==> src/floppy_regs_defs.vh <==
// register offsets, field positions, reset values and timing for the floppy host registers
`ifndef FLOPPY_REGS_DEFS_VH
`define FLOPPY_REGS_DEFS_VH

// byte offsets on the three-bit host address
`define OFS_DRIVE_MOTOR   3'h2
`define OFS_TAPE_MEDIA    3'h3
`define OFS_MAIN_STATUS   3'h4

// drive_motor_output_control fields
`define DMC_DSEL_LO       0
`define DMC_DSEL_HI       1
`define DMC_RESET_BIT     2
`define DMC_DMA_BIT       3
`define DMC_MOTOR_LO      4
`define DMC_MOTOR_HI      7
`define DMC_RESET_VAL     8'h00

// tape_media_drive_type fields
`define TMD_TSEL_LO       0
`define TMD_TSEL_HI       1
`define TMD_SWAP_LO       2
`define TMD_SWAP_HI       3
`define TMD_TSEL_RESET    2'h0
`define TMD_SWAP_RESET    2'h0
`define SWAP_NONE         2'h0
`define SWAP_0_1          2'h1
`define SWAP_0_2          2'h2

// controller_main_status fields
`define MST_REQ_BIT       7
`define MST_DIR_BIT       6
`define MST_NDMA_BIT      5
`define MST_CMD_BIT       4
`define MST_RESET_VAL     8'h00

// timing, clock period in ns
`define CLK_PERIOD_NS     40
`define MST_READY_NS      2500
`define MST_READY_CYC     (`MST_READY_NS / `CLK_PERIOD_NS)
`define SWRST_MIN_NS      100
`define SWRST_MIN_CYC     ((`SWRST_MIN_NS + `CLK_PERIOD_NS - 1) / `CLK_PERIOD_NS)

`endif

==> src/floppy_host_control_status_regs.v <==
// host byte-bus registers of the floppy controller: drive/motor control, tape/media, status
//
// Overview of operation
// RL1: output control register clears on hardware reset only; writable any time.
// RL2: two-bit drive select decodes to four one-hot select outputs.
// RL3: writing zero to reset bit holds controller in reset until one written.
// RL4: software reset keeps rate, config and other output bits; clears command settings.
// RL5: host keeps reset bit low at least 100 ns; back-to-back writes suffice.
// RL6: legacy mode: dma bit gates request, acknowledge, count and interrupt pins.
// RL7: enhanced mode: dma bit reads zero, dma and interrupt pins always enabled.
// RL8: bits 7..4 drive the four motor outputs; drives 2,3 decoded externally (here selects 2,3 are decoded inside the block).
// RL9: host should set motor and select together for each drive.
// RL10: compatible tape mode implements only tape select; bits 7..2 float on reads.
// RL11: config bit 6 selects enhanced tape mode; id ones, swap and tape zero.
// RL12: tape select names no drive or drive 1..3; drive 0 never tape.
// RL13: swap 00 none, 01 exchanges 0 and 1, 10 routes 2 to 0, 11 reserved.
// RL14: enhanced tape bits 5,4 return configured drive id.
// RL15: media bits 7,6 reflect media sense pins.
// RL16: status reads zero after reset, then request set within settle time.
// RL17: host reads status before each data byte except under dma.
// RL18: per-drive busy sets after seek command, clears on sense interrupt result read.
// RL19: command active sets on first command byte, clears at command end.
// RL20: non-dma execution bit shows programmed-transfer execution phase.
// RL21: direction bit is 0 for host write, 1 for host read.
// RL22: request clears after each byte, sets when ready; mirrors interrupt in execution.
// RL23: legacy or enhanced mode follows config bit 6; legacy is default.
// RL24: register writes reach select, motor and swap outputs next cycle.
`default_nettype none
`include "floppy_regs_defs.vh"

module floppy_host_control_status_regs #(
   parameter READY_CYC = `MST_READY_CYC,
   parameter SWRST_CYC = `SWRST_MIN_CYC
) (
   input  wire       sys_clk,
   input  wire       reset,
   // host byte bus
   input  wire [2:0] bus_addr,
   input  wire       bus_sel,
   input  wire       bus_rd,
   input  wire       bus_wr,
   input  wire [7:0] bus_wdata,
   output reg  [7:0] bus_rdata,
   output reg  [7:0] bus_rdata_oe,
   output reg        bus_rvalid,
   // configuration and media inputs
   input  wire       cfg_enhanced,
   input  wire [1:0] cfg_drive_id,
   input  wire       media_sense_in_0,
   input  wire       media_sense_in_1,
   // command engine events
   input  wire       cmd_first_byte,
   input  wire       cmd_last_no_result,
   input  wire       result_last_byte,
   input  wire       seek_cmd_done,
   input  wire [1:0] seek_drive,
   input  wire       sense_result_read,
   input  wire [1:0] sense_drive,
   input  wire       exec_nondma,
   input  wire       dir_to_host,
   input  wire       byte_done,
   input  wire       byte_ready,
   // dma and interrupt from engine, gated to pins
   input  wire       drq_in,
   input  wire       irq_in,
   input  wire       dack_n_in,
   input  wire       tc_in,
   output wire       drq_out,
   output wire       drq_oe,
   output wire       irq_out,
   output wire       irq_oe,
   output wire       dack_n_gated,
   output wire       tc_gated,
   // drive interface
   output wire       drive_select_out_0,
   output wire       drive_select_out_1,
   output wire       drive_select_out_2,
   output wire       drive_select_out_3,
   output wire       motor_on_0,
   output wire       motor_on_1,
   output wire       motor_on_2,
   output wire       motor_on_3,
   output wire [1:0] tape_drive_sel,
   output wire       ctrl_reset_out
);

   reg  [7:0] dmc_q;
   reg  [1:0] tape_sel_q;
   reg  [1:0] swap_q;
   reg  [1:0] rst_hold_q;
   reg  [7:0] rdata_d;
   reg  [7:0] roe_d;
   reg  [3:0] sel_int;
   reg  [3:0] sel_pin;
   reg  [3:0] mtr_pin;
   wire [3:0] mtr_int;
   wire [1:0] swap_eff;
   wire       enhanced;
   wire       wr_dmc;
   wire       wr_tmd;
   wire       rd_take;
   wire       dma_en;
   wire       ctrl_in_reset;
   wire [7:0] status_byte;
   wire [7:0] dmc_view;
   wire [7:0] tmd_view;

   assign enhanced = cfg_enhanced;                                  // [RL23]
   assign wr_dmc   = bus_sel & bus_wr & (bus_addr == `OFS_DRIVE_MOTOR);
   assign wr_tmd   = bus_sel & bus_wr & (bus_addr == `OFS_TAPE_MEDIA);
   assign rd_take  = bus_sel & bus_rd;

   // output control register: only hardware reset clears it
   always @(posedge sys_clk or posedge reset) begin
      if (reset) begin
         dmc_q <= `DMC_RESET_VAL;                                   // [RL1]
      end else if (wr_dmc) begin
         dmc_q <= bus_wdata;                                        // [RL1] [RL24]
      end
   end

   // stretch a short zero pulse on the reset bit to the minimum hold
   always @(posedge sys_clk or posedge reset) begin
      if (reset) begin
         rst_hold_q <= 2'h0;
      end else if (!dmc_q[`DMC_RESET_BIT]) begin
         rst_hold_q <= SWRST_CYC[1:0];                              // [RL5]
      end else if (rst_hold_q != 2'h0) begin
         rst_hold_q <= rst_hold_q - 2'h1;
      end
   end

   // controller held in reset while the bit is zero; register bank itself unaffected
   assign ctrl_in_reset  = ~dmc_q[`DMC_RESET_BIT] | (rst_hold_q != 2'h0);   // [RL3] [RL4]
   assign ctrl_reset_out = ctrl_in_reset;                                   // [RL4]

   // tape register: software reset leaves it alone, as with the other bank registers
   always @(posedge sys_clk or posedge reset) begin
      if (reset) begin
         tape_sel_q <= `TMD_TSEL_RESET;                             // [RL12] [RL11]
         swap_q     <= `TMD_SWAP_RESET;                             // [RL11]
      end else if (wr_tmd) begin
         tape_sel_q <= bus_wdata[`TMD_TSEL_HI:`TMD_TSEL_LO];        // [RL24]
         if (enhanced) begin
            swap_q <= bus_wdata[`TMD_SWAP_HI:`TMD_SWAP_LO];         // [RL11] [RL24]
         end
      end
   end

   // code 00 selects no tape drive; 01..11 name drives 1..3, never drive 0
   assign tape_drive_sel = tape_sel_q;                              // [RL12]

   // swap only acts in enhanced mode, where its bits exist
   assign swap_eff = enhanced ? swap_q : `SWAP_NONE;                // [RL11]

   always @* begin
      sel_int = 4'h0;
      sel_int[dmc_q[`DMC_DSEL_HI:`DMC_DSEL_LO]] = 1'b1;            // [RL2]
   end

   assign mtr_int = dmc_q[`DMC_MOTOR_HI:`DMC_MOTOR_LO];             // [RL8]

   // logical drive exchange onto the pin side
   always @* begin
      sel_pin = sel_int;
      mtr_pin = mtr_int;
      case (swap_eff)
         `SWAP_0_1: begin
            sel_pin[0] = sel_int[1];                                // [RL13]
            sel_pin[1] = sel_int[0];
            mtr_pin[0] = mtr_int[1];
            mtr_pin[1] = mtr_int[0];
         end
         `SWAP_0_2: begin
            sel_pin[0] = sel_int[2];                                // [RL13]
            sel_pin[2] = sel_int[0];
            mtr_pin[0] = mtr_int[2];
            mtr_pin[2] = mtr_int[0];
         end
         default: begin
            sel_pin = sel_int;                                      // [RL13]
            mtr_pin = mtr_int;
         end
      endcase
   end

   assign drive_select_out_0 = sel_pin[0];                          // [RL24]
   assign drive_select_out_1 = sel_pin[1];
   assign drive_select_out_2 = sel_pin[2];                          // [RL8]
   assign drive_select_out_3 = sel_pin[3];
   assign motor_on_0         = mtr_pin[0];                          // [RL8]
   assign motor_on_1         = mtr_pin[1];
   assign motor_on_2         = mtr_pin[2];
   assign motor_on_3         = mtr_pin[3];

   // pin gating: legacy follows the dma bit, enhanced keeps pins live even in reset
   assign dma_en       = enhanced | dmc_q[`DMC_DMA_BIT];            // [RL6] [RL7]
   assign drq_out      = drq_in;
   assign drq_oe       = dma_en;                                    // [RL6]
   assign irq_out      = irq_in;
   assign irq_oe       = dma_en;                                    // [RL6]
   assign dack_n_gated = dma_en ? dack_n_in : 1'b1;                 // [RL6]
   assign tc_gated     = dma_en & tc_in;                            // [RL6]

   main_status_tracker #(
      .DRIVES    (4),
      .READY_CYC (READY_CYC)
   ) u_status (
      .sys_clk            (sys_clk),
      .reset              (reset),
      .ctrl_in_reset      (ctrl_in_reset),
      .cmd_first_byte     (cmd_first_byte),
      .cmd_last_no_result (cmd_last_no_result),
      .result_last_byte   (result_last_byte),
      .seek_cmd_done      (seek_cmd_done),
      .seek_drive         (seek_drive),
      .sense_result_read  (sense_result_read),
      .sense_drive        (sense_drive),
      .exec_nondma        (exec_nondma),
      .dir_to_host        (dir_to_host),
      .byte_done          (byte_done),
      .byte_ready         (byte_ready),
      .irq_level          (irq_in),
      .status_byte        (status_byte)
   );

   // dma bit reads as zero in enhanced mode
   assign dmc_view = enhanced ? (dmc_q & ~(8'h01 << `DMC_DMA_BIT)) : dmc_q;   // [RL7]

   assign tmd_view = {media_sense_in_1,                             // [RL15]
                      media_sense_in_0,                             // [RL15]
                      cfg_drive_id,                                 // [RL14]
                      swap_q,
                      tape_sel_q};

   // read mux: undriven lanes float so other devices on the bus may answer
   always @* begin
      rdata_d = 8'h00;
      roe_d   = 8'h00;
      case (bus_addr)
         `OFS_DRIVE_MOTOR: begin
            rdata_d = dmc_view;
            roe_d   = 8'hff;
         end
         `OFS_TAPE_MEDIA: begin
            if (enhanced) begin
               rdata_d = tmd_view;                                  // [RL11]
               roe_d   = 8'hff;
            end else begin
               rdata_d = {6'h00, tape_sel_q};
               roe_d   = 8'h03;                                     // [RL10]
            end
         end
         `OFS_MAIN_STATUS: begin
            rdata_d = status_byte;                                  // [RL16]
            roe_d   = 8'hff;
         end
         default: begin
            rdata_d = 8'h00;
            roe_d   = 8'h00;
         end
      endcase
   end

   always @(posedge sys_clk or posedge reset) begin
      if (reset) begin
         bus_rdata    <= 8'h00;
         bus_rdata_oe <= 8'h00;
         bus_rvalid   <= 1'b0;
      end else begin
         bus_rvalid <= rd_take;
         if (rd_take) begin
            bus_rdata    <= rdata_d;
            bus_rdata_oe <= roe_d;
         end else begin
            bus_rdata    <= 8'h00;
            bus_rdata_oe <= 8'h00;
         end
      end
   end

endmodule
`default_nettype wire

==> src/main_status_tracker.v <==
// main status byte: ready delay after reset, request flag, command and per-drive busy flags
`default_nettype none
`include "floppy_regs_defs.vh"

module main_status_tracker #(
   parameter DRIVES = 4,
   parameter READY_CYC = `MST_READY_CYC
) (
   input  wire       sys_clk,
   input  wire       reset,
   input  wire       ctrl_in_reset,
   input  wire       cmd_first_byte,
   input  wire       cmd_last_no_result,
   input  wire       result_last_byte,
   input  wire       seek_cmd_done,
   input  wire [1:0] seek_drive,
   input  wire       sense_result_read,
   input  wire [1:0] sense_drive,
   input  wire       exec_nondma,
   input  wire       dir_to_host,
   input  wire       byte_done,
   input  wire       byte_ready,
   input  wire       irq_level,
   output wire [7:0] status_byte
);

   reg  [7:0]        init_cnt_q;
   reg               ready_q;
   reg               rqm_q;
   reg               cmd_q;
   reg  [DRIVES-1:0] busy_q;
   wire              host_transfer_request;
   wire              transfer_direction;
   wire              command_active;

   // settle timer: request, direction and non-dma bits read zero until it expires after any reset
   always @(posedge sys_clk or posedge reset) begin
      if (reset) begin
         init_cnt_q <= 8'h00;
         ready_q    <= 1'b0;
      end else if (ctrl_in_reset) begin
         init_cnt_q <= 8'h00;
         ready_q    <= 1'b0;
      end else if (!ready_q) begin
         if (init_cnt_q == READY_CYC[7:0] - 8'h01) begin
            ready_q <= 1'b1;                                     // [RL16]
         end
         init_cnt_q <= init_cnt_q + 8'h01;
      end
   end

   // request flag drops on each byte moved, rises when engine is ready; rise wins
   always @(posedge sys_clk or posedge reset) begin
      if (reset) begin
         rqm_q <= 1'b0;
      end else if (ctrl_in_reset) begin
         rqm_q <= 1'b0;
      end else if (!ready_q) begin
         rqm_q <= (init_cnt_q == READY_CYC[7:0] - 8'h01);       // [RL16]
      end else if (byte_ready) begin
         rqm_q <= 1'b1;                                         // [RL22]
      end else if (byte_done) begin
         rqm_q <= 1'b0;                                         // [RL22]
      end
   end

   always @(posedge sys_clk or posedge reset) begin
      if (reset) begin
         cmd_q <= 1'b0;
      end else if (ctrl_in_reset) begin
         cmd_q <= 1'b0;
      end else if (cmd_first_byte) begin
         cmd_q <= 1'b1;                                         // [RL19]
      end else if (cmd_last_no_result || result_last_byte) begin
         cmd_q <= 1'b0;                                         // [RL19]
      end
   end

   genvar i;
   generate
      for (i = 0; i < DRIVES; i = i + 1) begin : g_busy
         always @(posedge sys_clk or posedge reset) begin
            if (reset) begin
               busy_q[i] <= 1'b0;
            end else if (ctrl_in_reset) begin
               busy_q[i] <= 1'b0;
            end else if (seek_cmd_done && seek_drive == i) begin
               busy_q[i] <= 1'b1;                               // [RL18]
            end else if (sense_result_read && sense_drive == i) begin
               busy_q[i] <= 1'b0;                               // [RL18]
            end
         end
      end
   endgenerate

   // during non-dma execution the request flag follows the interrupt line
   assign host_transfer_request = ready_q & (exec_nondma ? irq_level : rqm_q);   // [RL22]
   assign transfer_direction    = ready_q & dir_to_host;                         // [RL21]
   assign command_active        = cmd_q;

   assign status_byte = {host_transfer_request,
                         transfer_direction,
                         ready_q & exec_nondma,                                 // [RL20]
                         command_active,
                         busy_q};

endmodule
`default_nettype wire

==> config.mk <==
export PLATFORM = sky130hd
export DESIGN_NAME = floppy_host_control_status_regs
export DESIGN_NICKNAME = d
export VERILOG_FILES = /design/src/floppy_host_control_status_regs.v /design/src/main_status_tracker.v
export VERILOG_INCLUDE_DIRS = /design/src
export SDC_FILE = /design/constraint.sdc
export NUM_CORES = 1
export LEC_CHECK = 0
export ABC_AREA = 1
export BUFFER_PORTS_ARGS = -buffer_cell sky130_fd_sc_hd__buf_2
export CAP_MARGIN = 10
export CORE_ASPECT_RATIO = 0.8
export CORE_MARGIN = 3
export CORE_UTILIZATION = 40
export DETAILED_ROUTE_END_ITERATION = 12
export GPL_TIMING_DRIVEN = 0
export PLACE_DENSITY_LB_ADDON = 0.25
export SLEW_MARGIN = 5
export SYNTH_ARGS = -nofsm -noshare
export SYNTH_HDL_FRONTEND = slang
export SYNTH_SLANG_ARGS = --single-unit
==> constraint.sdc <==
create_clock -name sys_clk -period 1.45 [get_ports sys_clk]
set_input_delay 0.0725 -clock sys_clk [delete_from_list [all_inputs] [get_ports sys_clk]]
set_output_delay 0.0725 -clock sys_clk [all_outputs]
set_load 0.02 [all_outputs]
==> Yosys cells after proc, flatten, opt, wreduce, memory -nomap -nowiden <==
Index checks and enable logic that the tools add are counted.
{ "op_classes": {"reduce_logical": 20, "eq_ne": 15, "n_bitwise": 11, "muxes": 44, "magnitude_cmp": 2, "addsub": 2} }
{ "op_table": {"columns": ["operator", "n"], "rows": [
  ["two-way mux 8 bit", 6],
  ["two-way mux 1 bit", 29],
  ["one-hot mux 8 bit (3 select lines)", 1],
  ["one-hot mux 8 bit (2 select lines)", 1],
  ["nonzero test 3 bit", 5],
  ["== test 2 bit (second input constant)", 5],
  ["logical AND 1 bit", 9],
  ["adder 8 x 1 -> 8 bit (second input constant)", 1],
  ["AND 1 bit", 8],
  ["== test 8 x 6 -> 1 bit (second input constant)", 1],
  ["== test 2 x 1 -> 1 bit (second input constant)", 3],
  ["== test 3 x 2 -> 1 bit (second input constant)", 2],
  ["two-way mux 2 bit", 3],
  ["zero test 2 bit", 2],
  ["two-way mux 4 bit", 1],
  ["!= test 4 bit (second input constant)", 1],
  ["one-hot mux 1 bit (2 select lines)", 2],
  ["== test 3 bit (second input constant)", 1],
  ["< comparator 2 x 3 -> 1 bit (second input constant)", 1],
  ["demux 1 bit (select 2 bit)", 1],
  [">= comparator 2 x 1 -> 1 bit (second input constant)", 1],
  ["!= test 2 x 1 -> 1 bit (second input constant)", 1],
  ["!= test 2 bit (second input constant)", 1],
  ["bitwise OR 1 bit", 2],
  ["other kinds (6)", 6]
]} }
{ "totals": {"in_bits": 38, "elab_cells": 109, "output_inout_bits": 34, "register_bits": 46} }

==> Logic depth before layout (Yosys ltp) <==
Gate-level depths: netlist of the first run.
{ "logic_depth": {"depth_word": 5, "depth_mapped": 8, "mapped_depth_nobuf": 8} }

==> By module <==
A second synthesis of the first run with hierarchy kept.
{ "hier_totals": {"hier_cells": 305, "area_unflattened_um2": 2378.5} }
{ "by_module_without_submodules": {"columns": ["mod", "n_inst", "cells_per_inst", "area_each_um2", "seq_area_each_um2"], "rows": [
  ["floppy_host_control_status_regs", 1, 189, 1488.9, 625.6],
  ["main_status_tracker", 1, 116, 889.6, 375.4]
]} }

==> Worst setup path before layout of the first run <==
OpenSTA, ideal clock, no wires.
{ "synth_timing": {"path_kind": "reg2out", "start": "register swap_q[1]", "end": "output port motor_on_0", "n_path_buf": 0, "t_arrival_ns": 1.282, "path_stages_with_launch": 6, "path_slack_ns": 0.096, "t_required_ns": 1.378, "cell_sequence": "dfrtp_1 > nand2_1 > inv_1 > ha_1 > inv_1 > o21ai_0"} }
{ "synth_via": {"elab_chain_cells": 3, "word_cells_on_any_way": 4, "cone_classes": "eq/ne (2); mux (2)"} }
{ "synth_rtl": {"columns": ["item", "line", "text"], "rows": [
  ["start, declared", "floppy_host_control_status_regs.v:89", "reg [1:0] swap_q;"],
  ["start signal, assigned", "floppy_host_control_status_regs.v:141", "swap_q <= `TMD_SWAP_RESET;"],
  ["start signal, assigned", "floppy_host_control_status_regs.v:145", "swap_q <= bus_wdata[`TMD_SWAP_HI:`TMD_SWAP_LO];"],
  ["two-way mux 2 bit (no line) *", null, null],
  ["== test 2 bit / == test 2 x 1 -> 1 bit (equally long branches)", "floppy_host_control_status_regs.v:167", "case (swap_eff)"],
  ["one-hot mux 1 bit (2 select lines) *", "floppy_host_control_status_regs.v:167", null],
  ["end, declared", "floppy_host_control_status_regs.v:79", "output wire motor_on_0,"]
]} }
Every way passes the cells marked *; elsewhere a longest branch is shown, timed or not.

==> Worst setup path in the final report of the first run <==
{ "layout_timing": {"start": "register swap_q[0]", "end": "output port motor_on_0"} }
The elaborated chain is that of the path after synthesis.

==> summary.md, run 1 <==
| Metric | Value |
|---|---|
| Status | `finished with violations` |
| Failing checks | `setup timing` |
| Final setup violation count | `4` |
| Core area | `0.00512 sq mm` |
| Final HPWL DP | `3980 um` |
| Final ANT Viol Nets | `0` |
| Number of global-route vias before repair | `1872` |
| FMAX | `620 MHz` |
| Synth cell types | `31` |
| Clk sinks | `40` |
| Initial Util | `42.5%` |
| Most frequent cells after synthesis | `nand2_1, inv_1, dfrtp_1` |
| CP max-delay cell | `dfrtp_1` |
| Syn_nets | `325` |
| Yosys top cell by area | `dfrtp_1` |
| Worst-Margin Slew | `826 ps` |
| Slowest stage delay, CP | `390 ps` |
| Clk root buf | `clkbuf_8` |
| Cell with the most instances after synthesis | `nand2_1` |
| Critical path launch point type | `register` |
| Total gr overflow | `0` |
| CP cell instances | `nand2_2, buf_12, ha_4, inv_2, o22ai_1, nand2_1, o21ai_2, buf_6` |
| Pre-antenna DRT Iters | `4` |
| Synth Flop Type | `dfrtp_1` |
| Die Span X | `88.5 um` |
| Fin Setup TNS | `-436 ps` |
| EDFF count, synth | `0` |
| WP buf/inv | `3` |
| IO Port Bufs | `70` |
| Endpoints failing hold | `0` |
| Asr flop ratio synth | `100%` |
| Drt first-iter violations | `74` |
| Die area | `0.00637 sq mm` |
| Worst EP required | `1380 ps` |
| Syn_area_per_cell | `7.72 sq um` |
| RePlAce Congestion | `0.857` |
| Via-to-Cell Ratio | `4.72` |
| Max-cap viol count | `0` |
| Hold Crit Class | `primary input to register` |
| # IOs | `72` |
| Critical path type | `register to primary output` |
| CTS H-Tree Depth | `2` |
| Share of the synthesized area in the top cell type | `46.0%` |
| Clock Path Buffers | `2` |
| Row cnt | `23` |
| Synth Cell Area | `0.00218 sq mm` |
| Total Nets Final | `409` |
| Worst setup EP type | `primary output` |
| Setup Skew | `6.43 ps` |
| Slew HR | `45.0%` |
| Largest net degree at the start of global routing | `41` |
| Clk_lat worst skew | `290 ps` |
| First-pass GRT wire length | `8600 um` |
| PD cells | `995 mW/mm^2` |
| Layout Cells excl Fill | `429` |
| Critical Path AT | `1540 ps` |
| Yosys warnings | `0` |
| Total track usage | `17.5%` |
| Synthesis-to-finish area growth | `32.0%` |
| Part of the Yosys area used for sequential elements | `46.0%` |
| Vert. Die Dim | `72.0 um` |
| Top cells by area, synth | `dfrtp_1, nand2_1, inv_1` |
| Placed insts | `414` |
| Number of buffers created by CTS | `5` |
| Crit path time final | `1610 ps` |
| CP Max Fanout | `4` |
| Unrepaired setup endpoints after global routing | `yes` |
| Routed len/inst | `12.4 um` |
| Share of layout cells above drive strength 1 | `35.1%` |
| Syn Inst Count | `282` |
| Cell family with most CP delay | `flip-flops` |
| Routed WL | `5320 um` |
| Seq cells post-synth | `40` |
| Clock-pin slew on the worst setup and hold paths | `70 ps` |
| Ant. Diodes | `0` |
| Initial antenna violation count | `0` |
| Leak pwr | `1.63 nW` |
| TritonCTS clock tree | `built` |
| Period utilization | `111%` |
| Setup WS post-layout | `-164 ps` |
| Via count | `2024` |
| VDD IR max | `0.000627 V` |
| Fin. max-slew vios | `0` |
| Post-route DRC | `0` |
## placed cells by master (no fill, tap or decap), drive strengths merged
master / n
a21oi: 15
clkbuf: 6
dfrtp: 40
inv: 46
buf: 88
o21ai: 16
nand4: 5
xor2: 1
ha: 5
and3: 1
o21a: 2
a31oi: 3
nor2: 27
dlygate4sd3: 2
nor3b: 1
o31ai: 1
nor3: 3
or2: 2
nand2: 75
nand3: 25
clkinv: 2
o22ai: 1
## path summary, 6_finish.rpt
kind	start	end	slack (ps)	cells past startpoint
setup / recovery	swap_q[0]$_DFFE_PP0P_	motor_on_0	-160	8
hold / removal	bus_wdata[4]	dmc_q[4]$_DFFE_PP0P_	20	3
setup reg to reg	rst_hold_q[1]$_DFFE_PP0N_	u_status.init_cnt_q[3]$_DFFE_PP0P_	220	6
hold reg to reg	u_status.init_cnt_q[3]$_DFFE_PP0P_	u_status.init_cnt_q[3]$_DFFE_PP0P_	500	1
max in group asynchronous	reset	u_status.init_cnt_q[3]$_DFFE_PP0P_	440	3
min in group asynchronous	reset	u_status.rqm_q$_DFFE_PP0P_	470	3
## layer usage
| metal | vias to the layer above | wire, um | GRT usage [%] | share of wire, % |
|---|---|---|---|---|
| met5 | - | 0 | 0 | 0 |
| met4 | 0 | 78 | 6.71 | 1.5 |
| met1 | 899 | 2510 | 24.1 | 47 |
| li1 | 1054 | - | - | - |
| met3 | 8 | 348 | 3.75 | 6.5 |
| met2 | 63 | 2380 | 27.1 | 45 |
## final cells by class
cell class | count | area, sq um
repair buffers | 77 | 445
multi-input cells | 183 | 981
plain buffers | 13 | 100
flip-flops and latches | 40 | 1000
clock buffers | 6 | 82.6
clock inverters | 2 | 10.0
fillers | 480 | 2250
inverters | 46 | 178
well taps | 62 | 77.6
## timing repair
action / CTS / global route
setup endpoints to repair: 7 / 8
gates resized for setup: 22 / 15
pin swaps: 5 / 3
hold buffers: 2 / 0
buffers inserted: 2 / 3
hold endpoints to repair: 41 / 0
## metrics by stage
stage / hold slack, ps / util [%] / worst slack (ps) / total power [W] / cell area, sq um
finish: 16.8 / 56.1 / -164 / 0.00286 / 2880
global route: 22.1 / 56.1 / -231 / 0.00301 / 2880
CTS: 6.86 / 54.4 / -115 / 0.00277 / 2790
detailed placement: 291 / 50.9 / 23.5 / 0.00193 / 2610
global placement: 289 / 50.9 / -70.9 / 0.00191 / 2610
floorplan: 203 / - / 95.9 / 0.00170 / 2180
## state kept, by name, summed over array words and instances, names as in the netlist
signal	flops
tape_drive_sel	2
u_status.rqm_q	1
dmc_q	8
bus_rdata_oe	2
swap_q	2
u_status.ready_q	1
bus_rvalid	1
u_status.init_cnt_q	8
rst_hold_q	2
bus_rdata	8
u_status.cmd_q	1
u_status.status_byte	4
## logic make-up (layout without fill, tap and decap cells)
group           count (synthesis)  count (layout)  synth area share (%)
fa+ha+maj                       5               5                  2.87
buf+inv                        59             144                  12.3
flops                          40              40                  46.0
xor+xnor                        1               1                 0.402
simple gates                  139             139                  28.3
compound gates                 38              38                  10.2
## power breakdown
part           switching (W)  total [W]  internal, W
logic               0.000466   0.000810     0.000344
registers          0.0000788    0.00128      0.00120
clock network       0.000390   0.000770     0.000380
## tightest hold or removal path, cell delays in order
cell and delay (ps):
buf_2 70, nor2_1 40, a21oi_2 80
(Power assumes the default switching activity.)
==> run 2, diff against run 1 <==
==> constraint.sdc (replaced) <==
create_clock -name sys_clk -period 1.4 [get_ports sys_clk]
set_input_delay 0.07 -clock sys_clk [delete_from_list [all_inputs] [get_ports sys_clk]]
set_output_delay 0.07 -clock sys_clk [all_outputs]
set_load 0.02 [all_outputs]
==> summary.md, run 2 (same netlist as run 1, synthesis figures left out) <==
| Metric | Value |
|---|---|
| Status | `finished with violations` |
| Failing checks | `setup timing` |
| Final HPWL DP | `3980 um` |
| TritonCTS clock tree | `built` |
| Total Nets Final | `414` |
| Worst Setup SP | `swap_q[1]$_DFFE_PP0P_` |
| Setup Skew | `6.02 ps` |
| Total track usage | `17.7%` |
| R2R Setup Slk | `120 ps` |
| Top Registers | `bus_rdata: 8 flops, dmc_q: 8 flops, u_status.init_cnt_q: 8 flops` |
| Initial antenna violation count | `0` |
| Die area | `0.00637 sq mm` |
| Pre-antenna DRT Iters | `4` |
| Worst-Margin Slew | `825 ps` |
| Core area | `0.00512 sq mm` |
| Initial Util | `42.5%` |
| Synthesis-to-finish area growth | `34.0%` |
| Via count | `2057` |
| Slowest stage delay, CP | `400 ps` |
| Worst setup EP type | `primary output` |
| First-pass GRT wire length | `8690 um` |
| Number of global-route vias before repair | `1884` |
| Final setup violation count | `6` |
| VDD IR max | `0.000624 V` |
| Most frequent cells in the layout | `nand2_1, buf_2, dfrtp_1, inv_1, nor2_1` |
| WP buf/inv | `3` |
| Drt first-iter violations | `104` |
| Vert. Die Dim | `72.0 um` |
| CP Max Fanout | `4` |
| Period utilization | `114%` |
| Ant. Diodes | `0` |
| Cell family with most CP delay | `flip-flops` |
| Share of layout cells above drive strength 1 | `36.3%` |
| CP cell instances | `nand2_2, inv_2, ha_4, inv_4, a21oi_2, a31oi_1, buf_4` |
| Slew HR | `45.0%` |
| Via-to-Cell Ratio | `4.74` |
| Clock-pin slew on the worst setup and hold paths | `70 ps` |
| Worst r2r dst | `u_status.status_byte[1]$_DFFE_PP0P_` |
| Final ANT Viol Nets | `0` |
| Largest net degree at the start of global routing | `41` |
| IO Port Bufs | `70` |
| Worst EP required | `1330 ps` |
| Final core utilization | `57.0%` |
| Layout Cells excl Fill | `434` |
| Number of buffers created by CTS | `5` |
| Clk_lat worst skew | `290 ps` |
| Crit path time final | `1600 ps` |
| Hold Crit Class | `primary input to register` |
| Clk root buf | `clkbuf_8` |
| Row cnt | `23` |
| Max-cap viol count | `0` |
| Critical Path AT | `1530 ps` |
| R2R depth | `7` |
| Critical path launch point type | `register` |
| Critical path type | `register to primary output` |
| Commonest non-fill, non-tap cell in the layout | `nand2_1` |
| Placed insts | `414` |
| RePlAce Congestion | `0.857` |
| Total gr overflow | `0` |
| # IOs | `72` |
| FMAX | `624 MHz` |
| Leak pwr | `1.65 nW` |
| Clock Path Buffers | `2` |
| Die Span X | `88.5 um` |
| Fin. max-slew vios | `0` |
| Routed len/inst | `12.6 um` |
| Place WS | `-21.5 ps` |
| CP max-delay cell | `dfrtp_1` |
| Number of cells on the critical path | `7` |
| Post-route DRC | `0` |
| Unrepaired setup endpoints after global routing | `yes` |
| CTS H-Tree Depth | `2` |
| PD cells | `1020 mW/mm^2` |
| Routed WL | `5450 um` |
| Setup WS post-layout | `-203 ps` |
| Endpoints failing hold | `0` |
| RR Startpoint | `rst_hold_q[0]$_DFFE_PP0N_` |
| Crit path to | `drive_select_out_0` |
| Clk sinks | `40` |
run 2: cell types whose count changed in the layout (fill, tap and decap cells not counted), sizes merged:
cell	previous run	this run
buf	88	93
run 2: metal layers:
metal	GRT usage (%)	up-vias	routed length, um
li1	-	1060	-
met2	27.0	69	2460
met1	24.7	919	2540
met3	3.75	9	343
met4	6.71	0	103
met5	0	-	0
run 2: worst min-delay path by stage:
| stage | cells after the start | start | slack (ps) | end |
|---|---|---|---|---|
| floorplan | 1 | cmd_first_byte | 200 | u_status.cmd_q$_DFFE_PP0P_ |
| global placement | 2 | cmd_first_byte | 290 | u_status.cmd_q$_DFFE_PP0P_ |
| detailed placement | 2 | reset | 290 | bus_rdata[2]$_DFF_PP0_ |
| CTS | 3 | bus_wdata[4] | 4 | dmc_q[4]$_DFFE_PP0P_ |
| global route | 3 | bus_wdata[7] | 20 | dmc_q[7]$_DFFE_PP0P_ |
| finish | 3 | bus_wdata[4] | 10 | dmc_q[4]$_DFFE_PP0P_ |
run 2: final cells by class:
| class | instances | area (sq um) |
|---|---|---|
| fillers | 485 | 2200 |
| flip-flops and latches | 40 | 1000 |
| multi-input cells | 183 | 976 |
| repair buffers | 82 | 494 |
| inverters | 46 | 178 |
| plain buffers | 13 | 100 |
| clock buffers | 6 | 82.6 |
| well taps | 62 | 77.6 |
| clock inverters | 2 | 10.0 |
run 2: what timing repair did:
item / CTS / global route
pin swaps: 6 / 5
hold buffers: 2 / 0
endpoints found under the hold margin: 41 / 0
gates resized for setup: 26 / 14
buffers inserted: 4 / 6
endpoints found under the setup margin: 8 / 8
run 2: report_power, final:
group	internal [W]	switching, W	total, W
logic	0.000362	0.000482	0.000844
clock network	0.000393	0.000406	0.000799
registers	0.00125	0.0000840	0.00133
total	0.00200	0.000972	0.00297
run 2: tightest hold or removal path: stages:
cell and delay, ps:
buf_2 70, nor2_1 40, a21oi_2 80
run 2: per-stage QoR:
step,area [sq um],power (W),hold WS (ps),TNS (ps)
after global routing,2920,0.00313,19.6,-1200
after detailed placement,2610,0.00200,289,-21.5
after global placement,2610,0.00198,287,-4630
after floorplan,2180,0.00176,201,0
final,2920,0.00297,14.8,-744
after CTS,2810,0.00289,4.36,-452
==> run 3, diff against run 2 <==
--- a/config.mk
+++ b/config.mk
@@ -15,6 +15,7 @@
 export DETAILED_ROUTE_END_ITERATION = 12
 export GPL_TIMING_DRIVEN = 0
 export PLACE_DENSITY_LB_ADDON = 0.25
+export RECOVER_POWER = 50
 export SLEW_MARGIN = 5
 export SYNTH_ARGS = -nofsm -noshare
 export SYNTH_HDL_FRONTEND = slang
==> summary.md, run 3 (same netlist as run 1, synthesis figures left out) <==
| Metric | Value |
|---|---|
| Status | `finished with violations` |
| Failing checks | `setup timing` |
| Total Nets Final | `414` |
| Period utilization | `115%` |
| Initial antenna violation count | `0` |
| Worst-Margin Slew | `823 ps` |
| RePlAce Congestion | `0.857` |
| TritonCTS clock tree | `built` |
| Core area | `0.00512 sq mm` |
| Die area | `0.00637 sq mm` |
| PD cells | `1040 mW/mm^2` |
| Worst setup EP type | `primary output` |
| CTS H-Tree Depth | `2` |
| R2R Setup Slk | `40 ps` |
| Total chip power | `0.00296 W` |
| Critical Path AT | `1540 ps` |
| Fin. max-slew vios | `0` |
| Final Instance Area | `0.00284 sq mm` |
| Clock Path Buffers | `2` |
| Final ANT Viol Nets | `0` |
| Clk_lat worst skew | `300 ps` |
| FMAX | `622 MHz` |
| Commonest non-fill, non-tap cell in the layout | `nand2_1` |
| Worst Setup SP | `swap_q[1]$_DFFE_PP0P_` |
| Final setup violation count | `9` |
| Hold depth | `3` |
| Clock-pin slew on the worst setup and hold paths | `70 ps` |
| Slew HR | `45.1%` |
| Routed len/inst | `12.8 um` |
| Layout filler cell count | `507` |
| Number of global-route vias before repair | `1884` |
| CP Max Fanout | `4` |
| Worst EP required | `1330 ps` |
| Hold Crit Class | `primary input to register` |
| Die Span X | `88.5 um` |
| Crit path to | `drive_select_out_2` |
| Share of layout cells above drive strength 1 | `28.2%` |
| VDD IR max | `0.000615 V` |
| Place WS | `-21.5 ps` |
| Dpl cell area | `0.00261 sq mm` |
| Synthesis-to-finish area growth | `30.4%` |
| Vert. Die Dim | `72.0 um` |
| Final HPWL DP | `3980 um` |
| R2R depth | `7` |
| Largest net degree at the start of global routing | `41` |
| Row cnt | `23` |
| Total gr overflow | `0` |
| Max-cap viol count | `0` |
| RR Startpoint | `rst_hold_q[0]$_DFFE_PP0N_` |
| First-pass GRT wire length | `8690 um` |
| # IOs | `72` |
| Crit path time final | `1610 ps` |
| Final core utilization | `55.4%` |
| Post-route DRC | `0` |
| Unrepaired setup endpoints after global routing | `yes` |
| Total track usage | `17.7%` |
| Critical path type | `register to primary output` |
| Most frequent cells in the layout | `nand2_1, buf_2, dfrtp_1, inv_1, nor2_1` |
| Clk root buf | `clkbuf_8` |
| Clk sinks | `40` |
| Critical path launch point type | `register` |
| Routed WL | `5540 um` |
| Setup WS post-layout | `-208 ps` |
| Worst r2r dst | `u_status.status_byte[1]$_DFFE_PP0P_` |
| Initial Util | `42.5%` |
| Leak pwr | `1.53 nW` |
| Via count | `2052` |
| Ant. Diodes | `0` |
| Drt first-iter violations | `103` |
| Endpoints failing hold | `0` |
| Top Registers | `bus_rdata: 8 flops, dmc_q: 8 flops, u_status.init_cnt_q: 8 flops` |
| IO Port Bufs | `70` |
| Pre-antenna DRT Iters | `4` |
| Number of buffers created by CTS | `5` |
| Via-to-Cell Ratio | `4.73` |
| Setup Skew | `8.11 ps` |
==> run 3: cell count changes in the layout (fill, tap and decap cells not counted), moves of 2 or more <==
cell      delta
clkbuf_2     +2
buf_2       -25
buf_6        -2
clkbuf_1    +26
==> run 3: metal layers <==
metal / vias up / track usage [%] / wire length [um]
li1: 1060 / - / -
met1: 918 / 24.7 / 2610
met2: 66 / 27.0 / 2460
met3: 8 / 3.75 / 383
met4: 0 / 6.71 / 90
met5: - / 0 / 0
==> run 3: through the flow <==
stage | std cells | setup TNS, ps | hold WS, ps
after floorplan | 282 | 0 | 201
after global placement | 414 | -4630 | 287
after detailed placement | 414 | -21.5 | 289
after CTS | 428 | -452 | 4.36
after global routing | 434 | -2430 | 19.6
final | 434 | -852 | 14.3
==> run 3: layout make-up <==
cell class                 count  area, sq um  share of cell area, %
clock inverter                 2         10.0                  0.352
inverter                      46          176                   6.21
timing repair buffer          82          459                   16.2
tap                           62         77.6                   2.73
buffer                        13         87.6                   3.08
multi-input combinational    183          946                   33.3
clock buffer                   6         82.6                   2.91
sequential                    40         1000                   35.2
==> run 3: power by group <==
group / internal, W / switching (W)
sequential: 0.00125 / 0.0000847
clock: 0.000393 / 0.000408
combinational: 0.000345 / 0.000480
==> run 3: timing repair <==
action	4_1_cts	5_1_grt
gates resized for setup	26	14
endpoints found under the setup margin	8	8
pin swaps	6	5
hold buffers	2	0
endpoints found under the hold margin	41	0
buffers inserted	4	6
==> run 3: worst max-delay path: stages, from the launching register on <==
cell	delay (ps)
dfrtp_1	410
nand2_2	120
inv_2	70
ha_4	190
inv_2	70
nand3_1	100
o21ai_1	110
buf_4	160
==> run 3: how the worst min path moves through the flow <==
stage | start | to
after floorplan | cmd_first_byte | u_status.cmd_q$_DFFE_PP0P_
after global placement | cmd_first_byte | u_status.cmd_q$_DFFE_PP0P_
after detailed placement | reset | bus_rdata[2]$_DFF_PP0_
after CTS | bus_wdata[4] | dmc_q[4]$_DFFE_PP0P_
after global routing | bus_wdata[7] | dmc_q[7]$_DFFE_PP0P_
final | bus_wdata[4] | dmc_q[4]$_DFFE_PP0P_
